`config.mk`:
```
export PLATFORM = sky130hd
export DESIGN_NAME = spt_tx_dev_flat
export DESIGN_NICKNAME = d
export VERILOG_FILES = /design/src/hw/spt_pkg.sv /design/src/hw/spt_link_if.sv /design/src/hw/spt_tx_dev.sv /design/src/flat_wrapper.sv
export SDC_FILE = /design/constraint.sdc
export NUM_CORES = 1
export LEC_CHECK = 0
export BUFFER_PORTS_ARGS = -buffer_cell sky130_fd_sc_hd__buf_4
export CAP_MARGIN = 20
export CELL_PAD_IN_SITES_DETAIL_PLACEMENT = 1
export CELL_PAD_IN_SITES_GLOBAL_PLACEMENT = 1
export CORE_MARGIN = 8
export CORE_UTILIZATION = 45
export DETAILED_ROUTE_END_ITERATION = 6
export GPL_TIMING_DRIVEN = 0
export PLACE_DENSITY = 0.87
export SKIP_CTS_REPAIR_TIMING = 1
export SYNTH_ARGS = -nofsm -noshare
export SYNTH_HDL_FRONTEND = slang
export SYNTH_SLANG_ARGS = --single-unit
```
`constraint.sdc`:
```
create_clock -name clk -period 3.9 [get_ports clk]
set_input_delay 0.39 -clock clk [delete_from_list [all_inputs] [get_ports clk]]
set_output_delay 0.39 -clock clk [all_outputs]
set_load 0.03 [all_outputs]
```
`src/hw/spt_pkg.sv`:
```
// constants, types and shared decoding for the serial transmitter and its far end
// assumes a single 20 MHz system clock shared by both ends
package spt_pkg;

  localparam int unsigned CLK_PERIOD_NS = 50;

  // avalon word addresses (byte offset is four times the index)
  localparam logic [1:0] REG_CTRL = 2'h0;
  localparam logic [1:0] REG_STAT = 2'h1;
  localparam logic [1:0] REG_DATA = 2'h2;
  localparam logic [1:0] REG_BAUD = 2'h3;

  // control register fields
  localparam int CTRL_TRANSMIT_ENABLE  = 0;
  localparam int CTRL_SYNC  = 1;
  localparam int CTRL_PEN   = 2;
  localparam int CTRL_NINE  = 3;
  localparam int CTRL_D9    = 4;
  localparam int CTRL_INV   = 5;
  localparam int CTRL_IE    = 6;
  localparam int CTRL_WIDTH = 7;
  localparam logic [6:0] CTRL_RESET = 7'h00;

  // status register fields
  localparam int STAT_BUFEMPTY = 0;
  localparam int STAT_SREMPTY  = 1;

  // baud register fields
  localparam int BAUD_WIDE = 16;
  localparam logic [15:0] BAUD_DIV_RESET  = 16'h0000;
  localparam logic        BAUD_WIDE_RESET = 1'b0;

  localparam logic [31:0] RD_UNMAPPED = 32'h0000_0000;

  typedef enum logic [1:0] {TX_IDLE, TX_START, TX_DATA, TX_STOP} spt_tx_e;
  typedef enum logic [1:0] {RX_IDLE, RX_START, RX_DATA, RX_STOP} spt_rx_e;

  // bit period in clocks: divisor plus one, 8-bit or 16-bit divisor
  function automatic logic [16:0] spt_period(input logic [15:0] div, input logic wide);
    if (wide) begin
      return {1'b0, div} + 17'h00001;
    end
    return {9'h000, div[7:0]} + 17'h00001;
  endfunction : spt_period

endpackage : spt_pkg

```
`src/hw/spt_link_if.sv`:
```
// serial line between the transmitter and the remote receiver
// the bench joins both ends through this interface
`timescale 1ns/1ps
interface spt_link_if;
  logic txLine;
  logic txLineEn;

  modport dev (output txLine, output txLineEn);
  modport far (input txLine, input txLineEn);
endinterface : spt_link_if

```
`src/hw/spt_tx_dev.sv`:
```
// asynchronous serial transmitter with a one-character holding buffer
// registers are reached over avalon-mm with waitrequest, word addressed;
// drives the serial line through spt_link_if and shares clk with the bus
//
// The address map and register access over Avalon-MM were left to the implementer.
`timescale 1ns/1ps

// Behaviour
// (RULE1) idle line sits at mark level
// (RULE2) start, eight or nine data, stop
// (RULE3) every bit lasts one baud period
// (RULE4) data bits leave least significant first
// (RULE5) baud from 8-bit or 16-bit divider
// (RULE6) same format and rate as receiver
// (RULE7) no hardware parity; software ninth bit
// (RULE8) sends only when enabled, async, port on
// (RULE9) port enable turns on line driver
// (RULE10) write to empty shifter loads at once
// (RULE11) queued character loads right after stop
// (RULE12) frame starts immediately after load
// (RULE13) polarity bit inverts idle and data
// (RULE14) buffer-empty set unless character queued; here also held clear while transmit enable is off
// (RULE15) flag valid two cycles after write
// (RULE16) buffer-empty flag is read-only
// (RULE17) interrupt enable only gates request
// (RULE18) software enables interrupt only while data remains
// (RULE19) shifter-empty clears on load, sets when done
// (RULE20) shifter-empty drives no interrupt
// (RULE21) nine-bit mode sends ninth bit last
// (RULE22) ninth bit captured at buffer write
// (RULE23) exactly one stop bit per character
module spt_tx_dev
  import spt_pkg::*;
(
  input  wire logic        clk,
  input  wire logic        rst,
  input  wire logic [1:0]  avsAddress,
  input  wire logic        avsRead,
  input  wire logic        avsWrite,
  input  wire logic [31:0] avsWritedata,
  output logic      [31:0] avsReaddata,
  output logic             avsWaitrequest,
  output logic             txIrq,
  spt_link_if.dev          link
);

  logic [6:0]  ctrl_ff;
  logic [15:0] baudDiv_ff;
  logic        baudWide_ff;
  logic        resp_ff;
  logic [8:0]  buf_ff;
  logic        bufFull_ff;
  spt_tx_e     state_ff;
  logic [8:0]  shift_ff;
  logic        nine_ff;
  logic [3:0]  bitIdx_ff;
  logic [16:0] cnt_ff;
  logic        line_ff;

  logic        active;
  logic        wrStrobe;
  logic        bufWrite;
  logic        baudTick;
  logic        loadNow;
  logic        bufEmptyFlag;
  logic        shiftEmpty;
  logic [16:0] period;
  logic [31:0] nxt_readdata;

  // one wait cycle per access; writes land when waitrequest is low
  assign avsWaitrequest = (avsRead | avsWrite) & ~resp_ff;
  assign wrStrobe       = avsWrite & resp_ff;
  assign bufWrite       = wrStrobe & (avsAddress == REG_DATA);

  assign active = ctrl_ff[CTRL_TRANSMIT_ENABLE] & ~ctrl_ff[CTRL_SYNC] & ctrl_ff[CTRL_PEN]; // RULE8

  assign period   = spt_period(baudDiv_ff, baudWide_ff); // RULE5 RULE6
  assign baudTick = (cnt_ff == period - 17'h00001);

  // a queued character loads when the shifter is idle or its stop bit ends
  assign loadNow = active & bufFull_ff &
                   ((state_ff == TX_IDLE) | ((state_ff == TX_STOP) & baudTick)); // RULE10 RULE11

  assign bufEmptyFlag = ctrl_ff[CTRL_TRANSMIT_ENABLE] & ~bufFull_ff; // RULE14 RULE15
  assign shiftEmpty   = (state_ff == TX_IDLE); // RULE19
  assign txIrq        = bufEmptyFlag & ctrl_ff[CTRL_IE]; // RULE17 RULE20

  assign link.txLine   = line_ff;
  assign link.txLineEn = ctrl_ff[CTRL_PEN]; // RULE9

  always_ff @(posedge clk or posedge rst) begin
    if (rst) begin
      resp_ff <= 1'b0;
    end else begin
      resp_ff <= (avsRead | avsWrite) & ~resp_ff;
    end
  end

  always_comb begin
    nxt_readdata = RD_UNMAPPED;
    unique case (avsAddress)
      REG_CTRL: begin
        nxt_readdata[CTRL_WIDTH-1:0] = ctrl_ff;
      end
      REG_STAT: begin
        // status bits are only ever read; writes here are dropped
        nxt_readdata[STAT_BUFEMPTY] = bufEmptyFlag; // RULE16
        nxt_readdata[STAT_SREMPTY]  = shiftEmpty; // RULE19
      end
      REG_DATA: begin
        nxt_readdata[8:0] = buf_ff;
      end
      REG_BAUD: begin
        nxt_readdata[15:0]      = baudDiv_ff;
        nxt_readdata[BAUD_WIDE] = baudWide_ff;
      end
    endcase
  end

  always_ff @(posedge clk or posedge rst) begin
    if (rst) begin
      avsReaddata <= 32'h0000_0000;
    end else if (avsRead & ~resp_ff) begin
      avsReaddata <= nxt_readdata;
    end
  end

  always_ff @(posedge clk or posedge rst) begin
    if (rst) begin
      ctrl_ff     <= CTRL_RESET; // RULE13
      baudDiv_ff  <= BAUD_DIV_RESET;
      baudWide_ff <= BAUD_WIDE_RESET;
    end else if (wrStrobe) begin
      if (avsAddress == REG_CTRL) begin
        ctrl_ff <= avsWritedata[CTRL_WIDTH-1:0];
      end
      if (avsAddress == REG_BAUD) begin
        baudDiv_ff  <= avsWritedata[15:0];
        baudWide_ff <= avsWritedata[BAUD_WIDE];
      end
    end
  end

  // holding buffer: the ninth bit is taken from control at write time;
  // a write while a character already waits is dropped
  always_ff @(posedge clk or posedge rst) begin
    if (rst) begin
      buf_ff     <= 9'h000;
      bufFull_ff <= 1'b0;
    end else if (!active) begin
      bufFull_ff <= 1'b0;
    end else if (bufWrite && !bufFull_ff) begin
      buf_ff     <= {ctrl_ff[CTRL_D9], avsWritedata[7:0]}; // RULE22 RULE7
      bufFull_ff <= 1'b1;
    end else if (loadNow) begin
      bufFull_ff <= 1'b0;
    end
  end

  // baud counter restarts on every load so the start bit is a full period
  always_ff @(posedge clk or posedge rst) begin
    if (rst) begin
      cnt_ff <= 17'h00000;
    end else if (loadNow || state_ff == TX_IDLE || baudTick) begin
      cnt_ff <= 17'h00000; // RULE3 RULE12
    end else begin
      cnt_ff <= cnt_ff + 17'h00001;
    end
  end

  always_ff @(posedge clk or posedge rst) begin
    if (rst) begin
      state_ff  <= TX_IDLE;
      shift_ff  <= 9'h000;
      nine_ff   <= 1'b0;
      bitIdx_ff <= 4'h0;
    end else if (!active) begin
      state_ff <= TX_IDLE;
    end else if (loadNow) begin
      shift_ff  <= buf_ff;
      nine_ff   <= ctrl_ff[CTRL_NINE]; // RULE21
      bitIdx_ff <= 4'h0;
      state_ff  <= TX_START; // RULE12
    end else if (baudTick) begin
      unique case (state_ff)
        TX_IDLE: begin
          state_ff <= TX_IDLE;
        end
        TX_START: begin
          state_ff <= TX_DATA;
        end
        TX_DATA: begin
          shift_ff  <= {1'b0, shift_ff[8:1]}; // RULE4
          bitIdx_ff <= bitIdx_ff + 4'h1;
          if (bitIdx_ff == (nine_ff ? 4'h8 : 4'h7)) begin
            state_ff <= TX_STOP; // RULE2 RULE21
          end
        end
        TX_STOP: begin
          state_ff <= TX_IDLE; // RULE23
        end
      endcase
    end
  end

  // registered line; polarity applies to idle and data alike
  always_ff @(posedge clk or posedge rst) begin
    if (rst) begin
      line_ff <= 1'b1;
    end else begin
      unique case (state_ff)
        TX_IDLE:  line_ff <= ~ctrl_ff[CTRL_INV]; // RULE1 RULE13
        TX_START: line_ff <= ctrl_ff[CTRL_INV]; // RULE2
        TX_DATA:  line_ff <= shift_ff[0] ^ ctrl_ff[CTRL_INV]; // RULE4
        TX_STOP:  line_ff <= ~ctrl_ff[CTRL_INV]; // RULE23
      endcase
    end
  end

endmodule : spt_tx_dev

```
`src/flat_wrapper.sv`:
```
// flat-port wrapper written by rule: the top's interface ports become plain ports
module spt_tx_dev_flat import spt_pkg::*;
  (clk, rst, avsAddress, avsRead, avsWrite, avsWritedata, avsReaddata, avsWaitrequest, txIrq, link_txLine, link_txLineEn);
  spt_link_if link_i ();
  input  wire logic clk;
  input  wire logic rst;
  input  wire logic [1:0] avsAddress;
  input  wire logic avsRead;
  input  wire logic avsWrite;
  input  wire logic [31:0] avsWritedata;
  output logic      [31:0] avsReaddata;
  output logic avsWaitrequest;
  output logic txIrq;
  output wire logic [$bits(link_i.txLine)-1:0] link_txLine;
  output wire logic [$bits(link_i.txLineEn)-1:0] link_txLineEn;
  assign link_txLine = link_i.txLine;
  assign link_txLineEn = link_i.txLineEn;
  spt_tx_dev u_core (.clk(clk), .rst(rst), .avsAddress(avsAddress), .avsRead(avsRead), .avsWrite(avsWrite), .avsWritedata(avsWritedata), .avsReaddata(avsReaddata), .avsWaitrequest(avsWaitrequest), .txIrq(txIrq), .link(link_i));
endmodule
```
==> impl_metrics.json <==
{
  "max_freq_mhz": 266,
  "synth_top_family_by_area": "simple AND/OR/NAND/NOR gates",
  "ys_ff_latch": 86,
  "ant_nets": 0,
  "synth-edff-count": 0,
  "clk_latency_ps": 360,
  "setup_viol_count_final": 0,
  "wire_per_inst_um": 22.0,
  "grt_usage_pct": 20.5,
  "total_power_mw": 3.40,
  "synth_area_um2": 5430,
  "vias": 4670,
  "syn_avg_cell_area_um2": 10.1,
  "synthMuxAreaShare_pct": 11.3,
  "grt_max_degree": 51,
  "intPower_mw": 2.11,
  "netlist_top_cells_area": "dfrtp_1 (39%), mux2_2 (8.7%), xnor2_1 (4.4%)",
  "routed_via_density": 6.06,
  "fin_crit_sh_pct": 96.5,
  "post-synth-top-count-cell": "dfrtp_1",
  "seqPwrFrac_pct": 35.4,
  "cap_violations": 0,
  "power_frac_comb_pct": 36.0,
  "clock_skew_ps": 10.2,
  "rrSetupSlack_ps": 140,
  "hold_class": "in -> async",
  "drive_above_1_share_pct": 32.3,
  "synth_xor_area_share_pct": 7.10,
  "seq_area_frac_synth_pct": 39.6,
  "worstPathBufferInverterCount": 4,
  "rows": 40,
  "synthTopCellsByCount": "dfrtp_1 (85), mux2_2 (42), nor2_1 (36)",
  "initial_core_util_pct": 45.6,
  "synthAdderAreaFrac_pct": 1.84,
  "gp_congestion": 0.897,
  "hold_viol_final": 0,
  "p_leak_nw": 2.88,
  "synth_cells": 536,
  "cts.sinks": 86,
  "finalCriticalPeriod_ps": 3760,
  "cpLargestDelayFamily": "simple AND/OR/NAND/NOR gates",
  "pin_count": 74,
  "cts_tree": "done",
  "regArea_um2": 2150,
  "portBuffers": 42,
  "wl_um": 17000,
  "crit_type": "reg -> reg",
  "required_ps": 4140,
  "core_area_um2": 11900,
  "ys_warn_count": 0,
  "cp_slowest_cell": "dfrtp_2",
  "initialDrtViolationCount": 401,
  "synth.top_cell.area_share_pct": 39.2,
  "cp_max_fo": 10,
  "grt_first_pass_wirelength_um": 26000,
  "peakVddDrop_uv": 312,
  "cts_buffers": 9,
  "synth_compound_area_share_pct": 14.5,
  "clockPowerShare_pct": 28.6,
  "cts_max_path_buffers": 2,
  "gr-total-overflow": 0,
  "p_per_area_nw_per_um2": 513,
  "die_w_um": 126,
  "netSwitchingPower_mw": 1.28,
  "nNetsFinal": 664,
  "clk_pin_slew_ps": 70,
  "synthSimpleGateAreaFrac_pct": 19.6,
  "clk_root_buffer_cell": "clkbuf_16",
  "outcome": "completed",
  "multi_input_area_um2": 3170,
  "maxSlewHeadroom_pct": 59.1,
  "fill_cells": 1301,
  "dr.pass1.iters": 5,
  "antenna_found_initial": 0,
  "insertedDiodeCount": 0,
  "synth_cell_types": 76,
  "cp-end-kind": "flop",
  "dpl.cell_count": 740,
  "die_area_um2": 15800,
  "grt_pass1_vias": 4739,
  "cpMostUsedCell": "buf_4",
  "critPathLaunchType": "flop",
  "cp_cell_sequence": "ha_1 -> clkbuf_4 -> and3_4 -> buf_4 -> or3_1 -> a21oi_1 -> xnor2_1 -> nor4_2 -> nand4_1 -> nor3b_4 -> buf_4 -> a21oi_2 -> buf_4 -> or2_2 -> o221a_1",
  "slew_viol_final": 0,
  "critPathMaxStageDelay_ps": 450,
  "syn_to_final_growth_pct": 21.9,
  "die_h_um": 126,
  "synth_ff_type": "dfrtp_1",
  "dp_hpwl_um": 11800,
  "instances_no_fill": 770,
  "drc": 0,
  "tightest_slew_ps": 605,
  "switching_share_pct": 37.8,
  "critical_path_arrival_ps": 4000,
  "async_flop_share_pct": 100,
  "synth_top_cell_by_area": "dfrtp_1",
  "cts_max_level": 3
}
## routing by layer
metal	vias up	global-route usage [%]	share of wire [%]
met5	-	0	0
met4	0	8.70	2.2
met3	26	4.60	6.0
met2	149	33.3	48
met1	2391	25.8	43
li1	2104	-	-
## flip-flops by register name, summed over array words and instances, names as in the netlist, 2 cells and up
| signal | flops |
|---|---|
| u_core.bitIdx_ff | 4 |
| u_core.ctrl_ff | 7 |
| u_core.state_ff | 2 |
| u_core.avsReaddata | 17 |
| u_core.baudDiv_ff | 16 |
| u_core.shift_ff | 9 |
| u_core.buf_ff | 9 |
| u_core.cnt_ff | 17 |
## worst register-to-register path, stage by stage, from the launching register on
cell and delay (ps):
dfrtp_2 450, ha_1 200, clkbuf_4 190, and3_4 230, buf_4 190, or3_1 380
a21oi_1 180, xnor2_1 110, nor4_2 310, nand4_1 190, nor3b_4 370, buf_4 180
a21oi_2 60, buf_4 180, or2_2 280, o221a_1 140
## cells in the final DEF, fill, tap and decap left out, drive strengths merged, types with 15 or more instances in the layout
cell    count
dfrtp      85
xor2       17
buf        84
nand3      19
nor2       36
conb       15
nand2      29
clkbuf     29
mux2       42
xnor2      27
o21ai      18
## power groups by stage
stage	registers (mW)	logic [mW]	clock network (mW)
5_1_grt	1.21	1.31	1.02
4_1_cts	1.18	1.12	0.983
3_5_place_dp	1.19	1.10	0
6_report	1.20	1.22	0.972
2_1_floorplan	1.22	0.737	0
3_3_place_gp	1.18	1.06	0
## cells by family after synthesis
group | after synthesis
and+or+nand+nor | 183
AOI/OAI and AO/OA | 100
DFF | 86
buffers and inverters | 59
muxes | 55
xor gates and xnor gates | 44
adders and majority gates | 8
other | 1
## final timing paths
check	startpoint	endpoint	cells after the start
worst max-delay path	u_core.baudDiv_ff[0]	u_core.shift_ff[4]	15
worst min-delay path	rst	u_core.cnt_ff[4]	2
worst max register to register	u_core.baudDiv_ff[0]	u_core.shift_ff[4]	15
worst min register to register	u_core.avsReaddata[5]	u_core.avsReaddata[5]	2
max in group asynchronous	rst	u_core.link.txLine	3
min in group clk	avsWritedata[11]	u_core.baudDiv_ff[11]	2
## cell type report
class                           count  area share [%]
Multi-Input combinational cell    405            47.9
Sequential cell                    86            32.5
Timing Repair Buffer               58            6.84
Buffer                             46            4.25
Clock buffer                        9            3.40
Tap cell                          147            2.78
Clock inverter                      7            1.59
Inverter                           12           0.718
## through the flow
stage	util, %	setup WS [ps]	instance area [µm²]	hold WS (ps)	setup TNS [ps]
floorplan	-	501	5480	432	0
global placement	50.2	-24.0	5980	477	-132
detailed placement	50.5	-144	6010	464	-1960
CTS	53.3	-231	6340	83.0	-3800
global route	55.6	-27.0	6620	106	-72.9
finish	55.6	137	6620	65.2	0
(Power assumes the default switching activity.)
